==> src/core/prcfg_pkg.sv <==
package prcfg_pkg;

	// --------------------------------------------------
	// bus geometry
	// --------------------------------------------------
	localparam int unsigned PADDR_W = 12;               // apb byte address width
	localparam int unsigned PDATA_W = 32;               // apb data width
	localparam int unsigned IDX_W   = PADDR_W - 2;      // word index width
	localparam int unsigned REG_W   = 16;               // stored register width
	localparam int unsigned BYTE_W  = 8;                // one strobe lane

	// --------------------------------------------------
	// register indices: byte address is four times the index
	// --------------------------------------------------
	localparam logic [IDX_W-1:0] IDX_RGMII_CTL  = 10'h032;
	localparam logic [IDX_W-1:0] IDX_RGMII_CTL2 = 10'h033;
	localparam logic [IDX_W-1:0] IDX_FE_CFG     = 10'h034;
	localparam logic [IDX_W-1:0] IDX_STATUS     = 10'h035;

	// --------------------------------------------------
	// reset values and masks
	// --------------------------------------------------
	localparam logic [REG_W-1:0] RGMII_CTL_RST   = 16'h00D0;
	localparam logic [REG_W-1:0] RGMII_CTL_WMASK = 16'h00FB;
	localparam logic [REG_W-1:0] RGMII_CTL2_RST  = 16'h0000;
	localparam logic [REG_W-1:0] RGMII_CTL2_WMSK = 16'h0010;
	localparam logic [REG_W-1:0] FE_CFG_RST      = 16'h07A0;
	localparam logic [REG_W-1:0] FE_CFG_WMASK    = 16'h0FFF;

	// --------------------------------------------------
	// field positions
	// --------------------------------------------------
	localparam int unsigned RG_RX_SKEW_B  = 0;
	localparam int unsigned RG_TX_SKEW_B  = 1;
	localparam int unsigned RG_TX_MID_LSB = 3;
	localparam int unsigned RG_RX_MID_LSB = 5;
	localparam int unsigned MID_W         = 2;
	localparam int unsigned RG_EN_B       = 7;
	localparam int unsigned RG2_BYPASS_B  = 4;
	localparam int unsigned FE_EARLY_B    = 0;
	localparam int unsigned FE_ODD_B      = 1;
	localparam int unsigned FE_SCR_B      = 2;
	localparam int unsigned FE_DEC_B      = 3;
	localparam int unsigned FE_GAP_B      = 4;
	localparam int unsigned FE_TERN_B     = 5;
	localparam int unsigned FE_FORCE_B    = 6;
	localparam int unsigned FE_TVAL_LSB   = 7;
	localparam int unsigned TVAL_W        = 4;
	localparam int unsigned FE_TDIS_B     = 11;
	localparam int unsigned ST_TOUT_B     = 0;
	localparam int unsigned ST_ODD_B      = 1;
	localparam int unsigned ST_REC_B      = 2;
	localparam int unsigned ST_LINK_B     = 3;
	localparam int unsigned ST_HOLD_B     = 4;

	// --------------------------------------------------
	// timing
	// --------------------------------------------------
	localparam int unsigned CLK_MHZ         = 125;
	localparam int unsigned DSC_TIMEOUT_US  = 1500;
	localparam int unsigned DSC_TIMEOUT_CYC = DSC_TIMEOUT_US * CLK_MHZ;
	localparam int unsigned MS_UNIT_US      = 1000;
	localparam int unsigned MS_UNIT_CYC     = MS_UNIT_US * CLK_MHZ;
	localparam int unsigned TMR_W           = 24;
	localparam int unsigned SKEW_W          = 4;

	// --------------------------------------------------
	// carriers
	// --------------------------------------------------
	typedef struct packed {
		logic              rgmii_enable;
		logic [MID_W-1:0]  rx_fifo_mid_level;
		logic [MID_W-1:0]  tx_fifo_mid_level;
		logic              tx_clock_skew;
		logic              rx_clock_skew;
		logic              async_fifo_bypass;
	} prcfg_rgmii_t;

	typedef struct packed {
		logic              descrambler_timer_disable;
		logic [TVAL_W-1:0] descrambler_timer_value;
		logic              force_link_good;
		logic              enhanced_ternary_detect;
		logic              enhanced_gap_detect;
		logic              rx_block_decoder_bypass;
		logic              scrambler_off;
		logic              odd_nibble_check;
		logic              early_rx_valid;
	} prcfg_fe_t;

	typedef struct packed {
		logic rx_active;
		logic desc_locked;
		logic link_qualified;
		logic nibble_valid;
	} prcfg_pcs_in_t;

	typedef struct packed {
		logic rx_abort;
		logic rx_hold;
		logic link_good;
		logic odd_nibble;
	} prcfg_pcs_out_t;

	typedef enum logic [1:0] {
		DSC_IDLE    = 2'b00,
		DSC_TIMING  = 2'b01,
		DSC_ABORT   = 2'b10,
		DSC_RECOVER = 2'b11
	} prcfg_dsc_state_t;

endpackage : prcfg_pkg

==> src/core/prcfg_regs.sv <==
// Functional notes
// RULE_01: bit 1 skews transmit clock, reset 0
// RULE_02: bit 0 skews receive clock, reset 0
// RULE_03: control bit 2 reserved, reads zero
// RULE_04: second control bit 4 bypasses async fifo
// RULE_05: bit 11 disables 1.5 ms packet abort
// RULE_06: bits 10:7 set unlock recovery milliseconds
// RULE_07: bit 6 forces good 100 Mbps link
// RULE_08: bit 5 enhanced ternary detect, reset 1
// RULE_09: bit 4 enables enhanced gap detection
// RULE_10: bit 3 bypasses receive block decoder
// RULE_11: bit 2 turns scrambler off
// RULE_12: bit 1 flags odd nibble frames
// RULE_13: bit 0 early rx valid; 15:12 zero
// RULE_14: control bit 7 enables mac side, reset 1
// RULE_15: bits 4:3 transmit fifo mid level
// RULE_16: bits 6:5 receive fifo mid level
// RULE_17: skew amounts parameters; fields passed unchanged
//
// Decided for this implementation: the APB interface to the registers.
`timescale 1ns/1ps
`default_nettype none

module prcfg_regs
	import prcfg_pkg::*;
#(
	parameter int unsigned        TIMEOUT_CYC   = DSC_TIMEOUT_CYC, // packet limit
	parameter int unsigned        MS_CYC        = MS_UNIT_CYC,     // one ms
	parameter logic [SKEW_W-1:0]  TX_SKEW_STEPS = 4'h8,            // tx shift
	parameter logic [SKEW_W-1:0]  RX_SKEW_STEPS = 4'h8             // rx shift
) (
	// apb clock and reset
	input  wire logic               pclk,
	input  wire logic               presetn,
	// apb request
	input  wire logic               psel,
	input  wire logic               penable,
	input  wire logic               pwrite,
	input  wire logic [PADDR_W-1:0] paddr,
	input  wire logic [PDATA_W-1:0] pwdata,
	input  wire logic [3:0]         pstrb,
	// apb answer
	output logic                    pready,
	output logic [PDATA_W-1:0]      prdata,
	output logic                    pslverr,
	// rgmii datapath controls
	output prcfg_rgmii_t            rgmii_cfg,
	output logic [SKEW_W-1:0]       tx_skew_amount,
	output logic [SKEW_W-1:0]       rx_skew_amount,
	// 100base-tx pcs controls
	output prcfg_fe_t               fe_cfg,
	// pcs status and receive gating
	input  wire prcfg_pcs_in_t      pcs_in,
	output prcfg_pcs_out_t          pcs_out
);

	// --------------------------------------------------
	// state of the block
	// --------------------------------------------------
	typedef struct packed {
		logic [REG_W-1:0]   rg_ctl;    // mac interface control
		logic [REG_W-1:0]   rg_ctl2;   // async fifo control
		logic [REG_W-1:0]   fe_reg;    // 100base-tx options
		logic               sts_tout;  // sticky: packet timed out
		logic               sts_odd;   // sticky: odd nibble frame
		logic [PDATA_W-1:0] rdata;     // read data, captured in setup
		logic               link_good; // qualified or forced link
		logic               active_d;  // rx_active one cycle late
		logic               locked_d;  // desc_locked one cycle late
		prcfg_dsc_state_t   dsc;       // descrambler supervision
	} prcfg_state_t;

	prcfg_state_t st_ff;    // registered state
	prcfg_state_t nxt_st;   // next state

	// --------------------------------------------------
	// bus decode
	// --------------------------------------------------
	logic [IDX_W-1:0] idx;        // word index of the access
	logic             hit;        // address maps to a register
	logic             wr_acc;     // write in its access phase
	logic             rd_setup;   // read in its setup phase
	logic [REG_W-1:0] lane;       // byte-lane write mask
	logic [REG_W-1:0] rd_word;    // selected register value
	logic [REG_W-1:0] sts_word;   // live status word

	assign idx    = paddr[PADDR_W-1:2];
	assign hit    = (idx == IDX_RGMII_CTL) || (idx == IDX_RGMII_CTL2) ||
	                (idx == IDX_FE_CFG) || (idx == IDX_STATUS);
	// the slave never stretches a transfer
	assign pready = 1'b1;
	// an unmapped word is refused in the access phase
	assign pslverr = psel & penable & ~hit;
	assign wr_acc  = psel & penable & pwrite & hit;
	// read data is captured one cycle ahead so prdata comes from a flop
	assign rd_setup = psel & ~penable & ~pwrite;
	assign lane     = {{BYTE_W{pstrb[1]}}, {BYTE_W{pstrb[0]}}};

	// --------------------------------------------------
	// timers and nibble check
	// --------------------------------------------------
	logic             tout_start;  // arm the packet length timer
	logic             tout_clear;  // drop it outside a packet
	logic             tout_exp;    // packet ran past the limit
	logic             rec_start;   // arm the recovery timer
	logic             rec_busy;    // recovery still running
	logic             frame_end;   // rx_active fell
	logic             unlock;      // desc_locked fell
	logic             odd_pulse;   // frame carried odd nibbles
	logic [TMR_W-1:0] rec_len;     // recovery length in cycles

	// millisecond units scaled to clock cycles
	assign rec_len = TMR_W'(MS_CYC) * TMR_W'(fe_cfg.descrambler_timer_value); // RULE_06

	assign frame_end = st_ff.active_d & ~pcs_in.rx_active;
	assign unlock    = st_ff.locked_d & ~pcs_in.desc_locked;

	// packet length timer
	prcfg_timer #(
		.W        (TMR_W)
	) u_tout (
		.pclk     (pclk),
		.presetn  (presetn),
		.start    (tout_start),
		.clear    (tout_clear),
		.load_val (TMR_W'(TIMEOUT_CYC)),
		.busy     (),
		.expired  (tout_exp)
	);

	// unlock recovery timer
	prcfg_timer #(
		.W        (TMR_W)
	) u_rec (
		.pclk     (pclk),
		.presetn  (presetn),
		.start    (rec_start),
		.clear    (1'b0),
		.load_val (rec_len),
		.busy     (rec_busy),
		.expired  ()
	);

	// odd nibble counter, reports only while enabled
	prcfg_nibble_parity u_par (
		.pclk         (pclk),
		.presetn      (presetn),
		.enable       (fe_cfg.odd_nibble_check),   // RULE_12
		.nibble_valid (pcs_in.nibble_valid),
		.frame_end    (frame_end),
		.odd_pulse    (odd_pulse)
	);

	// --------------------------------------------------
	// status word as software sees it
	// --------------------------------------------------
	always_comb begin
		sts_word = '0;
		sts_word[ST_TOUT_B] = st_ff.sts_tout;
		sts_word[ST_ODD_B]  = st_ff.sts_odd;
		sts_word[ST_REC_B]  = (st_ff.dsc == DSC_RECOVER);
		sts_word[ST_LINK_B] = st_ff.link_good;
		sts_word[ST_HOLD_B] = pcs_out.rx_hold;
	end

	// --------------------------------------------------
	// read multiplexer
	// --------------------------------------------------
	// reserved bits are never stored, so they read as zero
	always_comb begin
		case (idx)
			IDX_RGMII_CTL: begin
				rd_word = st_ff.rg_ctl;    // RULE_03
			end
			IDX_RGMII_CTL2: begin
				rd_word = st_ff.rg_ctl2;
			end
			IDX_FE_CFG: begin
				rd_word = st_ff.fe_reg;
			end
			IDX_STATUS: begin
				rd_word = sts_word;
			end
			default: begin
				rd_word = '0;              // unmapped reads zero
			end
		endcase
	end

	// --------------------------------------------------
	// next state
	// --------------------------------------------------
	always_comb begin
		nxt_st     = st_ff;
		tout_start = 1'b0;
		rec_start  = 1'b0;

		// delayed copies for edge detection
		nxt_st.active_d = pcs_in.rx_active;
		nxt_st.locked_d = pcs_in.desc_locked;

		// forcing overrides qualification, never the reverse
		nxt_st.link_good = pcs_in.link_qualified | fe_cfg.force_link_good; // RULE_07

		// read data captured in setup, held through access
		if (rd_setup) begin
			nxt_st.rdata = PDATA_W'(rd_word);
		end

		// configuration writes honour byte lanes and writable bits
		if (wr_acc && idx == IDX_RGMII_CTL) begin
			nxt_st.rg_ctl = (st_ff.rg_ctl & ~(RGMII_CTL_WMASK & lane)) |
			                (pwdata[REG_W-1:0] & RGMII_CTL_WMASK & lane); // RULE_03
		end
		if (wr_acc && idx == IDX_RGMII_CTL2) begin
			nxt_st.rg_ctl2 = (st_ff.rg_ctl2 & ~(RGMII_CTL2_WMSK & lane)) |
			                 (pwdata[REG_W-1:0] & RGMII_CTL2_WMSK & lane); // RULE_04
		end
		if (wr_acc && idx == IDX_FE_CFG) begin
			nxt_st.fe_reg = (st_ff.fe_reg & ~(FE_CFG_WMASK & lane)) |
			                (pwdata[REG_W-1:0] & FE_CFG_WMASK & lane); // RULE_13
		end

		// sticky flags: write one to clear, a new event wins
		if (wr_acc && idx == IDX_STATUS && lane[ST_TOUT_B] && pwdata[ST_TOUT_B]) begin
			nxt_st.sts_tout = 1'b0;
		end
		if (wr_acc && idx == IDX_STATUS && lane[ST_ODD_B] && pwdata[ST_ODD_B]) begin
			nxt_st.sts_odd = 1'b0;
		end
		if (odd_pulse) begin
			nxt_st.sts_odd = 1'b1;         // RULE_12
		end

		// descrambler supervision
		case (st_ff.dsc)
			DSC_IDLE: begin
				// a lost lock always costs a recovery period
				if (unlock) begin
					rec_start  = 1'b1;
					nxt_st.dsc = DSC_RECOVER;
				end else if (pcs_in.rx_active && !st_ff.active_d &&
				             !fe_cfg.descrambler_timer_disable) begin
					tout_start = 1'b1;     // RULE_05
					nxt_st.dsc = DSC_TIMING;
				end
			end
			DSC_TIMING: begin
				if (unlock) begin
					rec_start  = 1'b1;
					nxt_st.dsc = DSC_RECOVER;
				end else if (!pcs_in.rx_active || fe_cfg.descrambler_timer_disable) begin
					nxt_st.dsc = DSC_IDLE; // packet ended in time, or check off
				end else if (tout_exp) begin
					nxt_st.sts_tout = 1'b1;
					nxt_st.dsc      = DSC_ABORT; // RULE_05
				end
			end
			DSC_ABORT: begin
				// reception stays cut until the long packet has gone
				if (!pcs_in.rx_active) begin
					rec_start  = 1'b1;     // RULE_06
					nxt_st.dsc = DSC_RECOVER;
				end
			end
			DSC_RECOVER: begin
				// a zero setting gives a one-cycle pass through here
				if (!rec_busy) begin
					nxt_st.dsc = DSC_IDLE; // RULE_06
				end
			end
			default: begin
				nxt_st.dsc = DSC_IDLE;
			end
		endcase
	end

	// packet length timer is only live while timing a packet
	assign tout_clear = (st_ff.dsc != DSC_TIMING);

	// --------------------------------------------------
	// register the state
	// --------------------------------------------------
	always_ff @(posedge pclk or negedge presetn) begin
		if (!presetn) begin
			st_ff.rg_ctl    <= RGMII_CTL_RST;  // RULE_14
			st_ff.rg_ctl2   <= RGMII_CTL2_RST;
			st_ff.fe_reg    <= FE_CFG_RST;     // RULE_08
			st_ff.sts_tout  <= 1'b0;
			st_ff.sts_odd   <= 1'b0;
			st_ff.rdata     <= '0;
			st_ff.link_good <= 1'b0;
			st_ff.active_d  <= 1'b0;
			st_ff.locked_d  <= 1'b0;
			st_ff.dsc       <= DSC_IDLE;
		end else begin
			st_ff <= nxt_st;
		end
	end

	// --------------------------------------------------
	// outputs to the rgmii datapath
	// --------------------------------------------------
	// fields go out exactly as stored; their meaning lives downstream
	assign rgmii_cfg.rgmii_enable      = st_ff.rg_ctl[RG_EN_B];                // RULE_14
	assign rgmii_cfg.rx_fifo_mid_level = st_ff.rg_ctl[RG_RX_MID_LSB +: MID_W]; // RULE_16
	assign rgmii_cfg.tx_fifo_mid_level = st_ff.rg_ctl[RG_TX_MID_LSB +: MID_W]; // RULE_15
	assign rgmii_cfg.tx_clock_skew     = st_ff.rg_ctl[RG_TX_SKEW_B];           // RULE_01
	assign rgmii_cfg.rx_clock_skew     = st_ff.rg_ctl[RG_RX_SKEW_B];           // RULE_02
	assign rgmii_cfg.async_fifo_bypass = st_ff.rg_ctl2[RG2_BYPASS_B];          // RULE_04

	// shift amount is fixed at build time; software only picks on or off
	assign tx_skew_amount = st_ff.rg_ctl[RG_TX_SKEW_B] ? TX_SKEW_STEPS : '0;  // RULE_17
	assign rx_skew_amount = st_ff.rg_ctl[RG_RX_SKEW_B] ? RX_SKEW_STEPS : '0;  // RULE_17

	// --------------------------------------------------
	// outputs to the 100base-tx pcs
	// --------------------------------------------------
	assign fe_cfg.descrambler_timer_disable = st_ff.fe_reg[FE_TDIS_B];             // RULE_05
	assign fe_cfg.descrambler_timer_value   = st_ff.fe_reg[FE_TVAL_LSB +: TVAL_W]; // RULE_06
	assign fe_cfg.force_link_good           = st_ff.fe_reg[FE_FORCE_B];            // RULE_07
	assign fe_cfg.enhanced_ternary_detect   = st_ff.fe_reg[FE_TERN_B];             // RULE_08
	assign fe_cfg.enhanced_gap_detect       = st_ff.fe_reg[FE_GAP_B];              // RULE_09
	assign fe_cfg.rx_block_decoder_bypass   = st_ff.fe_reg[FE_DEC_B];              // RULE_10
	assign fe_cfg.scrambler_off             = st_ff.fe_reg[FE_SCR_B];              // RULE_11
	assign fe_cfg.odd_nibble_check          = st_ff.fe_reg[FE_ODD_B];              // RULE_12
	assign fe_cfg.early_rx_valid            = st_ff.fe_reg[FE_EARLY_B];            // RULE_13

	// --------------------------------------------------
	// receive gating and link back to the pcs
	// --------------------------------------------------
	// abort cuts the current packet; hold blocks new ones while recovering
	assign pcs_out.rx_abort   = (st_ff.dsc == DSC_ABORT);   // RULE_05
	assign pcs_out.rx_hold    = (st_ff.dsc == DSC_RECOVER); // RULE_06
	assign pcs_out.link_good  = st_ff.link_good;            // RULE_07
	assign pcs_out.odd_nibble = odd_pulse;                  // RULE_12

	// bus read data
	assign prdata = st_ff.rdata;

endmodule : prcfg_regs

`default_nettype wire

==> src/core/prcfg_timer.sv <==
`timescale 1ns/1ps
`default_nettype none

module prcfg_timer
	import prcfg_pkg::*;
#(
	parameter int unsigned W = TMR_W   // counter width
) (
	// clock and reset
	input  wire logic         pclk,
	input  wire logic         presetn,
	// control
	input  wire logic         start,
	input  wire logic         clear,
	input  wire logic [W-1:0] load_val,
	// status
	output logic              busy,
	output logic              expired
);

	// --------------------------------------------------
	// state
	// --------------------------------------------------
	typedef struct packed {
		logic [W-1:0] count;   // cycles left
		logic         expired; // one-cycle end pulse
	} prcfg_tmr_t;

	prcfg_tmr_t tmr_ff;      // registered state
	prcfg_tmr_t nxt_tmr;     // next state

	// start wins over clear so a restart is never lost
	always_comb begin
		nxt_tmr = tmr_ff;
		nxt_tmr.expired = 1'b0;
		if (start) begin
			nxt_tmr.count = load_val;
		end else if (clear) begin
			nxt_tmr.count = '0;
		end else if (tmr_ff.count != '0) begin
			nxt_tmr.count   = tmr_ff.count - W'(1);
			nxt_tmr.expired = (tmr_ff.count == W'(1));
		end
	end

	// register the state
	always_ff @(posedge pclk or negedge presetn) begin
		if (!presetn) begin
			tmr_ff <= '0;
		end else begin
			tmr_ff <= nxt_tmr;
		end
	end

	assign busy    = (tmr_ff.count != '0);
	assign expired = tmr_ff.expired;

endmodule : prcfg_timer

`default_nettype wire

==> src/core/prcfg_nibble_parity.sv <==
`timescale 1ns/1ps
`default_nettype none

module prcfg_nibble_parity
	import prcfg_pkg::*;
(
	// clock and reset
	input  wire logic pclk,
	input  wire logic presetn,
	// receive stream
	input  wire logic enable,
	input  wire logic nibble_valid,
	input  wire logic frame_end,
	// result
	output logic      odd_pulse
);

	// --------------------------------------------------
	// state
	// --------------------------------------------------
	typedef struct packed {
		logic parity;  // running nibble count, low bit
		logic odd;     // one-cycle odd-frame pulse
	} prcfg_par_t;

	prcfg_par_t par_ff;   // registered state
	prcfg_par_t nxt_par;  // next state

	// frame end reports and restarts the count
	always_comb begin
		nxt_par = par_ff;
		nxt_par.odd = 1'b0;
		if (frame_end) begin
			nxt_par.odd    = enable & par_ff.parity;
			nxt_par.parity = 1'b0;
		end else if (nibble_valid) begin
			nxt_par.parity = ~par_ff.parity;
		end
	end

	// register the state
	always_ff @(posedge pclk or negedge presetn) begin
		if (!presetn) begin
			par_ff <= '0;
		end else begin
			par_ff <= nxt_par;
		end
	end

	assign odd_pulse = par_ff.odd;

endmodule : prcfg_nibble_parity

`default_nettype wire

==> config.mk <==
export PLATFORM = sky130hd
export DESIGN_NAME = prcfg_regs
export DESIGN_NICKNAME = d
export VERILOG_FILES = /design/src/core/prcfg_pkg.sv /design/src/core/prcfg_regs.sv /design/src/core/prcfg_timer.sv /design/src/core/prcfg_nibble_parity.sv
export SDC_FILE = /design/constraint.sdc
export NUM_CORES = 1
export LEC_CHECK = 0
export ABC_AREA = 1
export BUFFER_PORTS_ARGS = -buffer_cell sky130_fd_sc_hd__buf_2
export CORE_MARGIN = 1
export CORE_UTILIZATION = 40
export CTS_CLUSTER_DIAMETER = 100
export DETAILED_ROUTE_END_ITERATION = 12
export SKIP_CTS_REPAIR_TIMING = 1
export SYNTH_ARGS = -nofsm -noshare
export SYNTH_HDL_FRONTEND = slang
export SYNTH_SLANG_ARGS = --single-unit
==> constraint.sdc <==
create_clock -name pclk -period 3.5 [get_ports pclk]
set_input_delay 0.35 -clock pclk [delete_from_list [all_inputs] [get_ports pclk]]
set_output_delay 0.35 -clock pclk [all_outputs]
set_load 0.005 [all_outputs]
==> results.sh, run 1 <==
export IMPL_status="finished, violations left"
export IMPL_violations="design-rule violations"
export IMPL_crit_arrival_ns=2.94
export IMPL_drv_cap=0
export IMPL_core_um2=14700
export IMPL_synth_xor_area_share_pct=3.75
export IMPL_yosys_area_top_type="dfrtp_1"
export IMPL_cp_max_fo=12
export IMPL_slew_viol_final=0
export IMPL_async_flop_share_pct=100
export IMPL_grt_max_degree=34
export IMPL_placed_area_um2=6240
export IMPL_drt_pass1_iterations=8
export IMPL_portBuffers=71
export IMPL_powerDensity_nw_per_um2=833
export IMPL_initial_core_util_pct=41.4
export IMPL_yosysUniqueCellTypes=40
export IMPL_rows=44
export IMPL_overflow=0
export IMPL_power_total_mw=5.48
export IMPL_timing_final_setup_violations=0
export IMPL_synth_seq_cells=90
export IMPL_crit_family="adder cells"
export IMPL_synth_seq_area_share_pct=37.2
export IMPL_fp_dieH_um=125
export IMPL_synthMuxAreaShare_pct=0
export IMPL_synth_compound_area_share_pct=7.24
export IMPL_min_path_type="in2reg"
export IMPL_cp_cell_sequence="fa_1 -> inv_1 -> fa_1 -> inv_1 -> ha_1 -> a21oi_1 -> nand2_1 -> nand3_1 -> nand3_1 -> nand3_1 -> nand2_1"
export IMPL_cp_required_ns=3.73
export IMPL_drive_gt1_share_pct=18.3
export IMPL_cts_max_level=3
export IMPL_yosys_warnings=0
export IMPL_clk_latency_ns=0.34
export IMPL_synth_adder_area_share_pct=6.17
export IMPL_cts_made_buffers=9
export IMPL_clk_pin_slew_worst_paths_ns=0.06
export IMPL_cts_buffer_depth=2
export IMPL_synth_area_leaders="dfrtp_1, nand2_1, buf_4, nor2_1, nand3_1"
export IMPL_slowest_stage="dfstp_2"
export IMPL_cpMostUsedCell="nand3_1"
export IMPL_rsz0062_at_grt="no"
export IMPL_max_freq_mhz=368
export IMPL_path_class="reg2reg"
export IMPL_relSlewSlack_pct=63.0
export IMPL_num_vias=4886
export IMPL_synth_cells=789
export IMPL_avgRoutedWirePerCell_um=13.6
export IMPL_synth_top_area_share_pct=33.8
export IMPL_diodes=0
export IMPL_tightest_slew_ns=0.554
export IMPL_synth_most_common_cell="nand2_1"
export IMPL_grtUsageTotal_pct=18.4
export IMPL_nNetsFinal=911
export IMPL_synth_top_family_by_area="simple AND/OR/NAND/NOR gates"
export IMPL_die_w_um=125
export IMPL_clockRootBuffer="clkbuf_16"
export IMPL_fin_crit_sh_pct=77.5
export IMPL_stdcell_area_um2=6570
export IMPL_die_area_um2=15700
export IMPL_clock_skew_ns=0.00697
export IMPL_clkSinkCount=90
export IMPL_cts_tree="done"
export IMPL_viasPerCell=4.81
export IMPL_io_pins=123
export IMPL_syn_area_um2=6080
export IMPL_cp_slowest_stage_delay_ns=0.69
export IMPL_yosys_area_share_simple_pct=32.0
export IMPL_routed_wl_mm=13.9
export IMPL_power_leakage_nw=3.69
export IMPL_cp_end_kind="flop"
export IMPL_hpwlAfterDp_mm=10.8
export IMPL_place_gp_congestion=0.875
export IMPL_synth_common_cells="nand2_1, nor2_1, dfrtp_1"
export IMPL_cp_start_kind="flop"
export IMPL_area_growth_pct=8.13
export IMPL_ir_worst_vdd_v=0.000636
export IMPL_finalSetupTns_ns=0
export IMPL_dr_first_iter_drc_count=265
export IMPL_grt_pass1_wl_mm=22.9
export IMPL_yosys_most_used_dff="dfrtp_1"
export IMPL_route_detailed_drc=4
export IMPL_synth_edf_count=0
export IMPL_final_hold_viol_count=0
export IMPL_grt_pass1_vias=4422
export IMPL_avgSynthCellArea_um2=7.71
export IMPL_detail_route_antenna_nets=0
export IMPL_period_minus_slack_ns=2.71
export IMPL_crit_buf_inv=2
export IMPL_antenna_found_initial=0
-- power breakdown --
group	internal, mW	total (mW)	switching, mW
clock network	0.632	1.07	0.435
registers	1.25	1.47	0.210
logic	0.989	2.95	1.96
-- worst paths after layout --
| check | from | end | slack (ns) | cells after the start |
|---|---|---|---|---|
| worst min register to register | u_par.par_ff[1] | u_par.par_ff[1] | 0.46 | 1 |
| worst min-delay path | pcs_in[2] | st_ff[2] | 0.13 | 1 |
| max in group asynchronous | presetn | asynchronous set/reset pin | 2.24 | 3 |
| worst max register to register | flop | u_rec.tmr_ff[20] | 0.79 | 11 |
| min in group asynchronous | presetn | u_rec.tmr_ff[2] | 0.47 | 2 |
| worst max-delay path | flop | u_rec.tmr_ff[20] | 0.79 | 11 |
-- logic make-up after synthesis --
kind of cell               count (synthesis)
AOI/OAI and AO/OA                         71
xor gates and xnor gates                  26
adders and majority gates                 27
buffers and inverters                    147
DFF                                       90
other                                      2
and+or+nand+nor                          426
-- cells in the final DEF (no fill, tap or decap), drive strengths merged --
cell type and instances:
nor3 6, nor2 124, buf 73, or2 2, dfstp 8, nand2 193
nand3b 3, o22ai 1, nand3 76, clkinvlp 1, clkinv 1, fa 5
dfrtp 82, bufinv 2, conb 27, o31ai 2, nor3b 1, o21bai 5
xnor2 9, a21oi 9, nand4 21, xor2 17, ha 22, o211ai 1
clkbuf 9, dlygate4sd3 1, inv 78, o21ai 53
-- metrics by stage --
stage          setup slack (ns)  util (%)  cells  hold WS [ns]
5_1_grt                   0.554      44.7   1016         0.114
4_1_cts                   0.787      44.7   1015       -0.0722
3_3_place_gp              0.843      42.4    999         0.296
6_report                  0.786      44.7   1016         0.127
3_5_place_dp              0.801      42.4    999         0.295
2_1_floorplan              1.03         -    814        0.0544
-- routing by layer --
layer | vias up | GRT usage [%] | wire length (um)
li1 | 2512 | - | -
met1 | 2282 | 26.8 | 7050
met2 | 83 | 28.7 | 6270
met3 | 9 | 3.12 | 436
met4 | 0 | 3.59 | 101
met5 | - | 0 | 0
-- final cells by class --
cell class | count | area (um^2)
Fill cell | 1551 | 8130
Multi-Input combinational cell | 577 | 3090
Sequential cell | 90 | 2260
Timing Repair Buffer | 74 | 383
Inverter | 75 | 282
Tap cell | 184 | 230
Clock buffer | 9 | 225
Clock inverter | 7 | 98.8
Note: power is estimated with default switching activity, not from simulation.
==> run 2: changes to the inputs <==
--- a/config.mk
+++ b/config.mk
@@ -5,7 +5,7 @@
 export SDC_FILE = /design/constraint.sdc
 export NUM_CORES = 1
 export LEC_CHECK = 0
-export ABC_AREA = 1
+export ABC_AREA = 0
 export BUFFER_PORTS_ARGS = -buffer_cell sky130_fd_sc_hd__buf_2
 export CORE_MARGIN = 1
 export CORE_UTILIZATION = 40
==> constraint.sdc (replaced) <==
create_clock -name pclk -period 2.2 [get_ports pclk]
set_input_delay 0.22 -clock pclk [delete_from_list [all_inputs] [get_ports pclk]]
set_output_delay 0.22 -clock pclk [all_outputs]
set_load 0.005 [all_outputs]
==> run 2 against run 1 <==
Sequential share of layout area grew 1.0 points. Cell area shrank 2.9%. Clock-buffer cell count is the same. Critical path depth shrank 1. Critical endpoint is now u_rec.tmr_ff[21]. Clock skew is essentially flat. Die area shrank 9.4%. Worst setup slack lost 1.1 ns. The run ends with negative setup slack left.
==> results.sh, run 2 <==
export IMPL_power_frac_clock_pct=31.3
export IMPL_instances_no_fill=826
export IMPL_avgRoutedWirePerCell_um=14.9
export IMPL_grt_pass1_vias=4140
export IMPL_dr_first_iter_drc_count=200
export IMPL_tightest_slew_ns=0.547
export IMPL_ir_worst_vdd_v=0.000580
export IMPL_yosys_most_used_dff="dfrtp_1"
export IMPL_drt_pass1_iterations=4
export IMPL_drive_gt1_share_pct=29.2
export IMPL_place_worst_setup_slack_ns=-0.389
export IMPL_synth_cells=564
export IMPL_cts_made_buffers=9
export IMPL_portBuffers=71
export IMPL_clk_latency_ns=0.35
export IMPL_cp_end_kind="flop"
export IMPL_period_minus_slack_ns=2.55
export IMPL_overflow=0
export IMPL_min_path_type="in2reg"
export IMPL_fin_util_pct=47.8
export IMPL_swShare_pct=33.0
export IMPL_route_detailed_drc=0
export IMPL_worst_slack_ns=-0.354
export IMPL_holdWs_ns=0.0494
export IMPL_die_area_um2=14200
export IMPL_synth_common_cells="dfrtp_1, buf_4, nand2_1"
export IMPL_initial_core_util_pct=41.2
export IMPL_max_freq_mhz=392
export IMPL_path_class="reg2reg"
export IMPL_synthMuxAreaShare_pct=5.94
export IMPL_comb_power_share_pct=24.7
export IMPL_num_vias=4266
export IMPL_numPlacedInstances=803
export IMPL_io_pins=123
export IMPL_routed_wl_mm=12.3
export IMPL_cp_start_kind="flop"
export IMPL_cp_slowest_stage_delay_ns=0.56
export IMPL_die_w_um=119
export IMPL_async_flop_share_pct=100
export IMPL_synth_seq_cells=90
export IMPL_hpwlAfterDp_mm=9.25
export IMPL_synth_area_leaders="dfrtp_1, buf_4, ha_1, mux2_2, dfstp_2"
export IMPL_fin_crit_sh_pct=116
export IMPL_detail_route_antenna_nets=0
export IMPL_synth_compound_area_share_pct=11.0
export IMPL_clock_skew_ns=0.00707
export IMPL_status="finished, violations left"
export IMPL_place_gp_congestion=0.816
export IMPL_final_hold_viol_count=0
export IMPL_stdcell_area_um2=6380
export IMPL_synth_top_area_share_pct=37.3
export IMPL_intPower_mw=3.23
export IMPL_cp_cell_sequence="fa_1 -> inv_2 -> fa_1 -> inv_2 -> ha_4 -> a21o_1 -> a21oi_2 -> o21ai_2 -> xnor2_1 -> mux2i_1"
export IMPL_diodes=0
export IMPL_fp_dieH_um=119
export IMPL_clk_pin_slew_worst_paths_ns=0.07
export IMPL_final_common_cell="dfrtp_1"
export IMPL_yosys_area_top_type="dfrtp_1"
export IMPL_syn_area_um2=5500
export IMPL_yosys_area_share_simple_pct=18.5
export IMPL_rsz0062_at_grt="yes"
export IMPL_synth_adder_area_share_pct=6.82
export IMPL_powerDensity_nw_per_um2=756
export IMPL_timing_final_setup_violations=5
export IMPL_yosys_warnings=0
export IMPL_cts_max_level=3
export IMPL_synth_top_family_by_area="simple AND/OR/NAND/NOR gates"
export IMPL_slew_viol_final=0
export IMPL_yosysUniqueCellTypes=57
export IMPL_grtUsageTotal_pct=18.3
export IMPL_core_um2=13300
export IMPL_antenna_found_initial=0
export IMPL_final_cell_mix="dfrtp_1, buf_2, buf_4"
export IMPL_p_sw_mw=1.59
export IMPL_cts_buffer_depth=2
export IMPL_power_total_mw=4.83
export IMPL_clockRootBuffer="clkbuf_16"
export IMPL_crit_arrival_ns=2.78
export IMPL_finalSetupTns_ns=-1.26
export IMPL_viasPerCell=5.16
export IMPL_synth_edf_count=0
export IMPL_slowest_stage="dfstp_2"
export IMPL_p_seq_share_pct=44.0
export IMPL_synth_xor_area_share_pct=6.05
export IMPL_drv_cap=0
export IMPL_grt_pass1_wl_mm=20.5
export IMPL_rows=42
export IMPL_avgSynthCellArea_um2=9.75
export IMPL_cts_tree="done"
export IMPL_violations="negative setup slack"
export IMPL_synth_most_common_cell="dfrtp_1"
export IMPL_area_growth_pct=16.0
export IMPL_synth_seq_area_share_pct=41.1
export IMPL_clkSinkCount=90
export IMPL_placed_area_um2=6010
export IMPL_nNetsFinal=729
export IMPL_grt_max_degree=39
export IMPL_power_leakage_nw=3.18
export IMPL_cp_required_ns=2.43
export IMPL_relSlewSlack_pct=63.4
export IMPL_cp_max_fo=4
-- run 2: changes by cell type in the layout (fill, tap and decap cells not counted), sizes merged, moves of 9 or more --
cell   previous run  this run
nand2           193        46
nor2            124        35
inv              78        19
buf              73       119
nor3              6        19
mux2              0        21
mux2i             0         9
o21ai            53        39
nor4              0        10
nand3            76        14
nand4            21        10
or4               0        11
-- run 2: power by group through the flow --
stage	Combinational, mW	Clock (mW)	Sequential (mW)
5_1_grt	1.33	1.62	2.16
6_report	1.19	1.51	2.12
2_1_floorplan	0.762	0	2.10
3_5_place_dp	1.13	0	2.14
4_1_cts	1.15	1.56	2.11
3_3_place_gp	1.10	0	2.13
-- run 2: final cells by class --
| type | instances | area (um^2) |
|---|---|---|
| multi-input combinational | 410 | 2810 |
| sequential | 90 | 2260 |
| tap | 176 | 220 |
| fill | 1285 | 6970 |
| inverter | 13 | 48.8 |
| clock inverter | 7 | 63.8 |
| clock buffer | 9 | 225 |
| timing repair buffer | 121 | 751 |
-- run 2: cells by family (layout without fill, tap and decap cells) --
| family | after synthesis | after routing |
|---|---|---|
| AND/OR/NAND/NOR | 190 | 190 |
| buffers and inverters | 89 | 150 |
| AO/OA/AOI/OAI | 98 | 98 |
| other | 2 | 27 |
| XOR/XNOR | 38 | 38 |
| adder cells (fa/ha/maj) | 27 | 27 |
| multiplexers | 30 | 30 |
| flip-flops | 90 | 90 |
-- run 2: worst max-delay path, delay by kind of cell (launching register included) --
kind                     cells  cell delay [ns]
adder cells (fa/ha/maj)      3             1.08
flip-flops                   1             0.56
AO/OA/AOI/OAI                3             0.42
buffers and inverters        2             0.16
XOR/XNOR                     1             0.13
multiplexers                 1             0.08
-- run 2: final timing paths --
check / endpoint / from / slack [ns] / cells after the start
max: u_rec.tmr_ff[21] / flop / -0.35 / 10
min: st_ff[3] / pcs_in[3] / 0.05 / 1
max reg2reg: u_rec.tmr_ff[21] / flop / -0.35 / 10
min reg2reg: prdata[3] / prdata[3] / 0.48 / 2
max in group asynchronous: asynchronous set/reset pin / presetn / 1.17 / 3
min in group asynchronous: prdata[10] / presetn / 0.40 / 2
-- run 2: routing by layer --
metal	routed length [um]	GRT usage (%)	part of all wire, %
met1	5690	24.1	46
met2	6070	30.1	49
met3	500	4.45	4.1
met4	85	4.98	0.69
met5	0	0	0
==> run 3: changes to the inputs <==
--- a/config.mk
+++ b/config.mk
@@ -7,10 +7,13 @@
 export LEC_CHECK = 0
 export ABC_AREA = 0
 export BUFFER_PORTS_ARGS = -buffer_cell sky130_fd_sc_hd__buf_2
+export CELL_PAD_IN_SITES_DETAIL_PLACEMENT = 1
+export CELL_PAD_IN_SITES_GLOBAL_PLACEMENT = 2
 export CORE_MARGIN = 1
-export CORE_UTILIZATION = 40
+export CORE_UTILIZATION = 36
 export CTS_CLUSTER_DIAMETER = 100
 export DETAILED_ROUTE_END_ITERATION = 12
+export PLACE_DENSITY_LB_ADDON = 0.1
 export SKIP_CTS_REPAIR_TIMING = 1
 export SYNTH_ARGS = -nofsm -noshare
 export SYNTH_HDL_FRONTEND = slang
==> constraint.sdc (replaced) <==
create_clock -name pclk -period 3 [get_ports pclk]
set_input_delay 0.3 -clock pclk [delete_from_list [all_inputs] [get_ports pclk]]
set_output_delay 0.3 -clock pclk [all_outputs]
set_load 0.1 [all_outputs]
==> run 3 against run 2 <==
The run ends with design-rule violations left. Non-clock buffer count is 40 lower. Wire length is 13% higher. Clock-buffer cell count is 1 higher. Die area is 11% higher. Combinational power is 26% lower. Fmax is 11% lower. Sequential power is 25% lower. Register-to-register slack better by 0.48 ns. Utilization is 6.6 points lower. Critical endpoint unchanged. Largest power group unchanged. Highest routed layer unchanged.
==> results.sh, run 3 (same netlist as run 2, synthesis figures left out) <==
export IMPL_clk_latency_ns=0.35
export IMPL_clk_pin_slew_worst_paths_ns=0.06
export IMPL_drv_cap=0
export IMPL_rsz0062_at_grt="no"
export IMPL_nNetsFinal=689
export IMPL_dr_first_iter_drc_count=172
export IMPL_overflow=0
export IMPL_slew_viol_final=0
export IMPL_fp_dieH_um=126
export IMPL_routed_wl_mm=13.9
export IMPL_initial_core_util_pct=37.4
export IMPL_power_leakage_nw=3.01
export IMPL_hpwlAfterDp_mm=10.2
export IMPL_fin_util_pct=41.2
export IMPL_io_pins=123
export IMPL_die_w_um=126
export IMPL_num_vias=4211
export IMPL_final_common_cell="dfrtp_1"
export IMPL_core_um2=14700
export IMPL_ir_worst_vdd_v=0.000307
export IMPL_cp_end_kind="flop"
export IMPL_grtUsageTotal_pct=19.2
export IMPL_cp_slowest_stage_delay_ns=0.57
export IMPL_grt_max_degree=53
export IMPL_avgRoutedWirePerCell_um=17.5
export IMPL_cp_max_fo=5
export IMPL_place_gp_congestion=0.757
export IMPL_cp_required_ns=3.23
export IMPL_die_area_um2=15800
export IMPL_final_cell_mix="dfrtp_1, buf_2, nand2_1"
export IMPL_cts_made_buffers=9
export IMPL_drive_gt1_share_pct=22.6
export IMPL_clkSinkCount=90
export IMPL_drt_pass1_iterations=8
export IMPL_finalSetupTns_ns=0
export IMPL_violations="design-rule violations"
export IMPL_instances_no_fill=794
export IMPL_relSlewSlack_pct=50.9
export IMPL_grt_pass1_wl_mm=23.8
export IMPL_max_freq_mhz=348
export IMPL_diodes=0
export IMPL_portBuffers=71
export IMPL_cp_cell_sequence="fa_1 -> inv_1 -> fa_1 -> inv_1 -> ha_1 -> a21o_1 -> a21oi_1 -> o21ai_0 -> xnor2_1 -> mux2i_1"
export IMPL_period_minus_slack_ns=2.87
export IMPL_powerDensity_nw_per_um2=613
export IMPL_cts_max_level=3
export IMPL_clockRootBuffer="clkbuf_16"
export IMPL_fin_crit_sh_pct=95.7
export IMPL_rows=44
export IMPL_area_growth_pct=10.1
export IMPL_placed_area_um2=5730
export IMPL_route_detailed_drc=12
export IMPL_timing_final_setup_violations=0
export IMPL_numPlacedInstances=778
export IMPL_clock_skew_ns=0.0111
export IMPL_stdcell_area_um2=6050
export IMPL_min_path_type="in2async"
export IMPL_cts_tree="done"
export IMPL_detail_route_antenna_nets=0
export IMPL_final_hold_viol_count=0
export IMPL_crit_arrival_ns=3.10
export IMPL_slowest_stage="fa_1"
export IMPL_grt_pass1_vias=4473
export IMPL_cts_buffer_depth=2
export IMPL_viasPerCell=5.30
export IMPL_cp_start_kind="flop"
export IMPL_path_class="reg2reg"
export IMPL_tightest_slew_ns=0.736
export IMPL_antenna_found_initial=0
export IMPL_status="finished, violations left"
[run 3: cell types whose count changed in the layout (fill, tap and decap cells not counted), moves of 2 or more]
cell	before	now
bufinv_16	0	2
buf_4	48	11
ha_2	2	0
ha_1	19	22
o21ai_2	3	1
inv_2	3	0
inv_1	10	13
dlygate4sd3_1	2	0
inv_6	5	1
[run 3: critical path, delay by kind of cell (launching register included)]
family	cells	cell delay (ns)
fa+ha+maj	3	1.42
compound gates	3	0.54
buf+inv	2	0.11
xor+xnor	1	0.18
mux	1	0.09
flops	1	0.40
[run 3: area by class of cell]
class	count	area [um^2]
clock buffer	10	229
clock inverter	6	90.1
timing repair buffer	81	433
multi-input combinational	410	2760
tap	184	230
fill	1687	8640
sequential	90	2260
inverter	13	48.8
[run 3: routing by layer]
| metal | vias up | routed length, um | track usage, % | part of all wire, % |
|---|---|---|---|---|
| met5 | - | 0 | 0 | 0 |
| met4 | 0 | 179 | 5.88 | 1.3 |
| met3 | 12 | 582 | 3.59 | 4.2 |
| met2 | 90 | 6300 | 30.8 | 45 |
| met1 | 2119 | 6870 | 26.1 | 49 |
| li1 | 1990 | - | - | - |
[run 3: stage by stage]
step | hold slack [ns] | setup slack (ns) | power [mW]
finish | 0.00809 | 0.130 | 3.71
global route | 0.0571 | 0.000134 | 3.91
CTS | 0.0281 | 0.105 | 3.75
detailed placement | 0.410 | 0.139 | 2.48
global placement | 0.393 | 0.203 | 2.45
floorplan | 0.00441 | 0.275 | 2.26
[run 3: worst paths after layout]
kind,startpoint,to,slack (ns),depth (start not counted)
max,flop,u_rec.tmr_ff[21],0.13,10
min,presetn,u_rec.tmr_ff[19],0.008,1
max reg2reg,flop,u_rec.tmr_ff[21],0.13,10
min reg2reg,u_par.odd_pulse,st_ff[37],0.47,1
max in group asynchronous,presetn,asynchronous set/reset pin,2.19,2
min in group pclk,pcs_in[2],st_ff[2],0.09,1
[run 3: report_power, final]
part / internal, mW / switching (mW) / total [mW]
Combinational: 0.307 / 0.578 / 0.885
Clock: 0.734 / 0.510 / 1.24
Sequential: 1.37 / 0.212 / 1.58
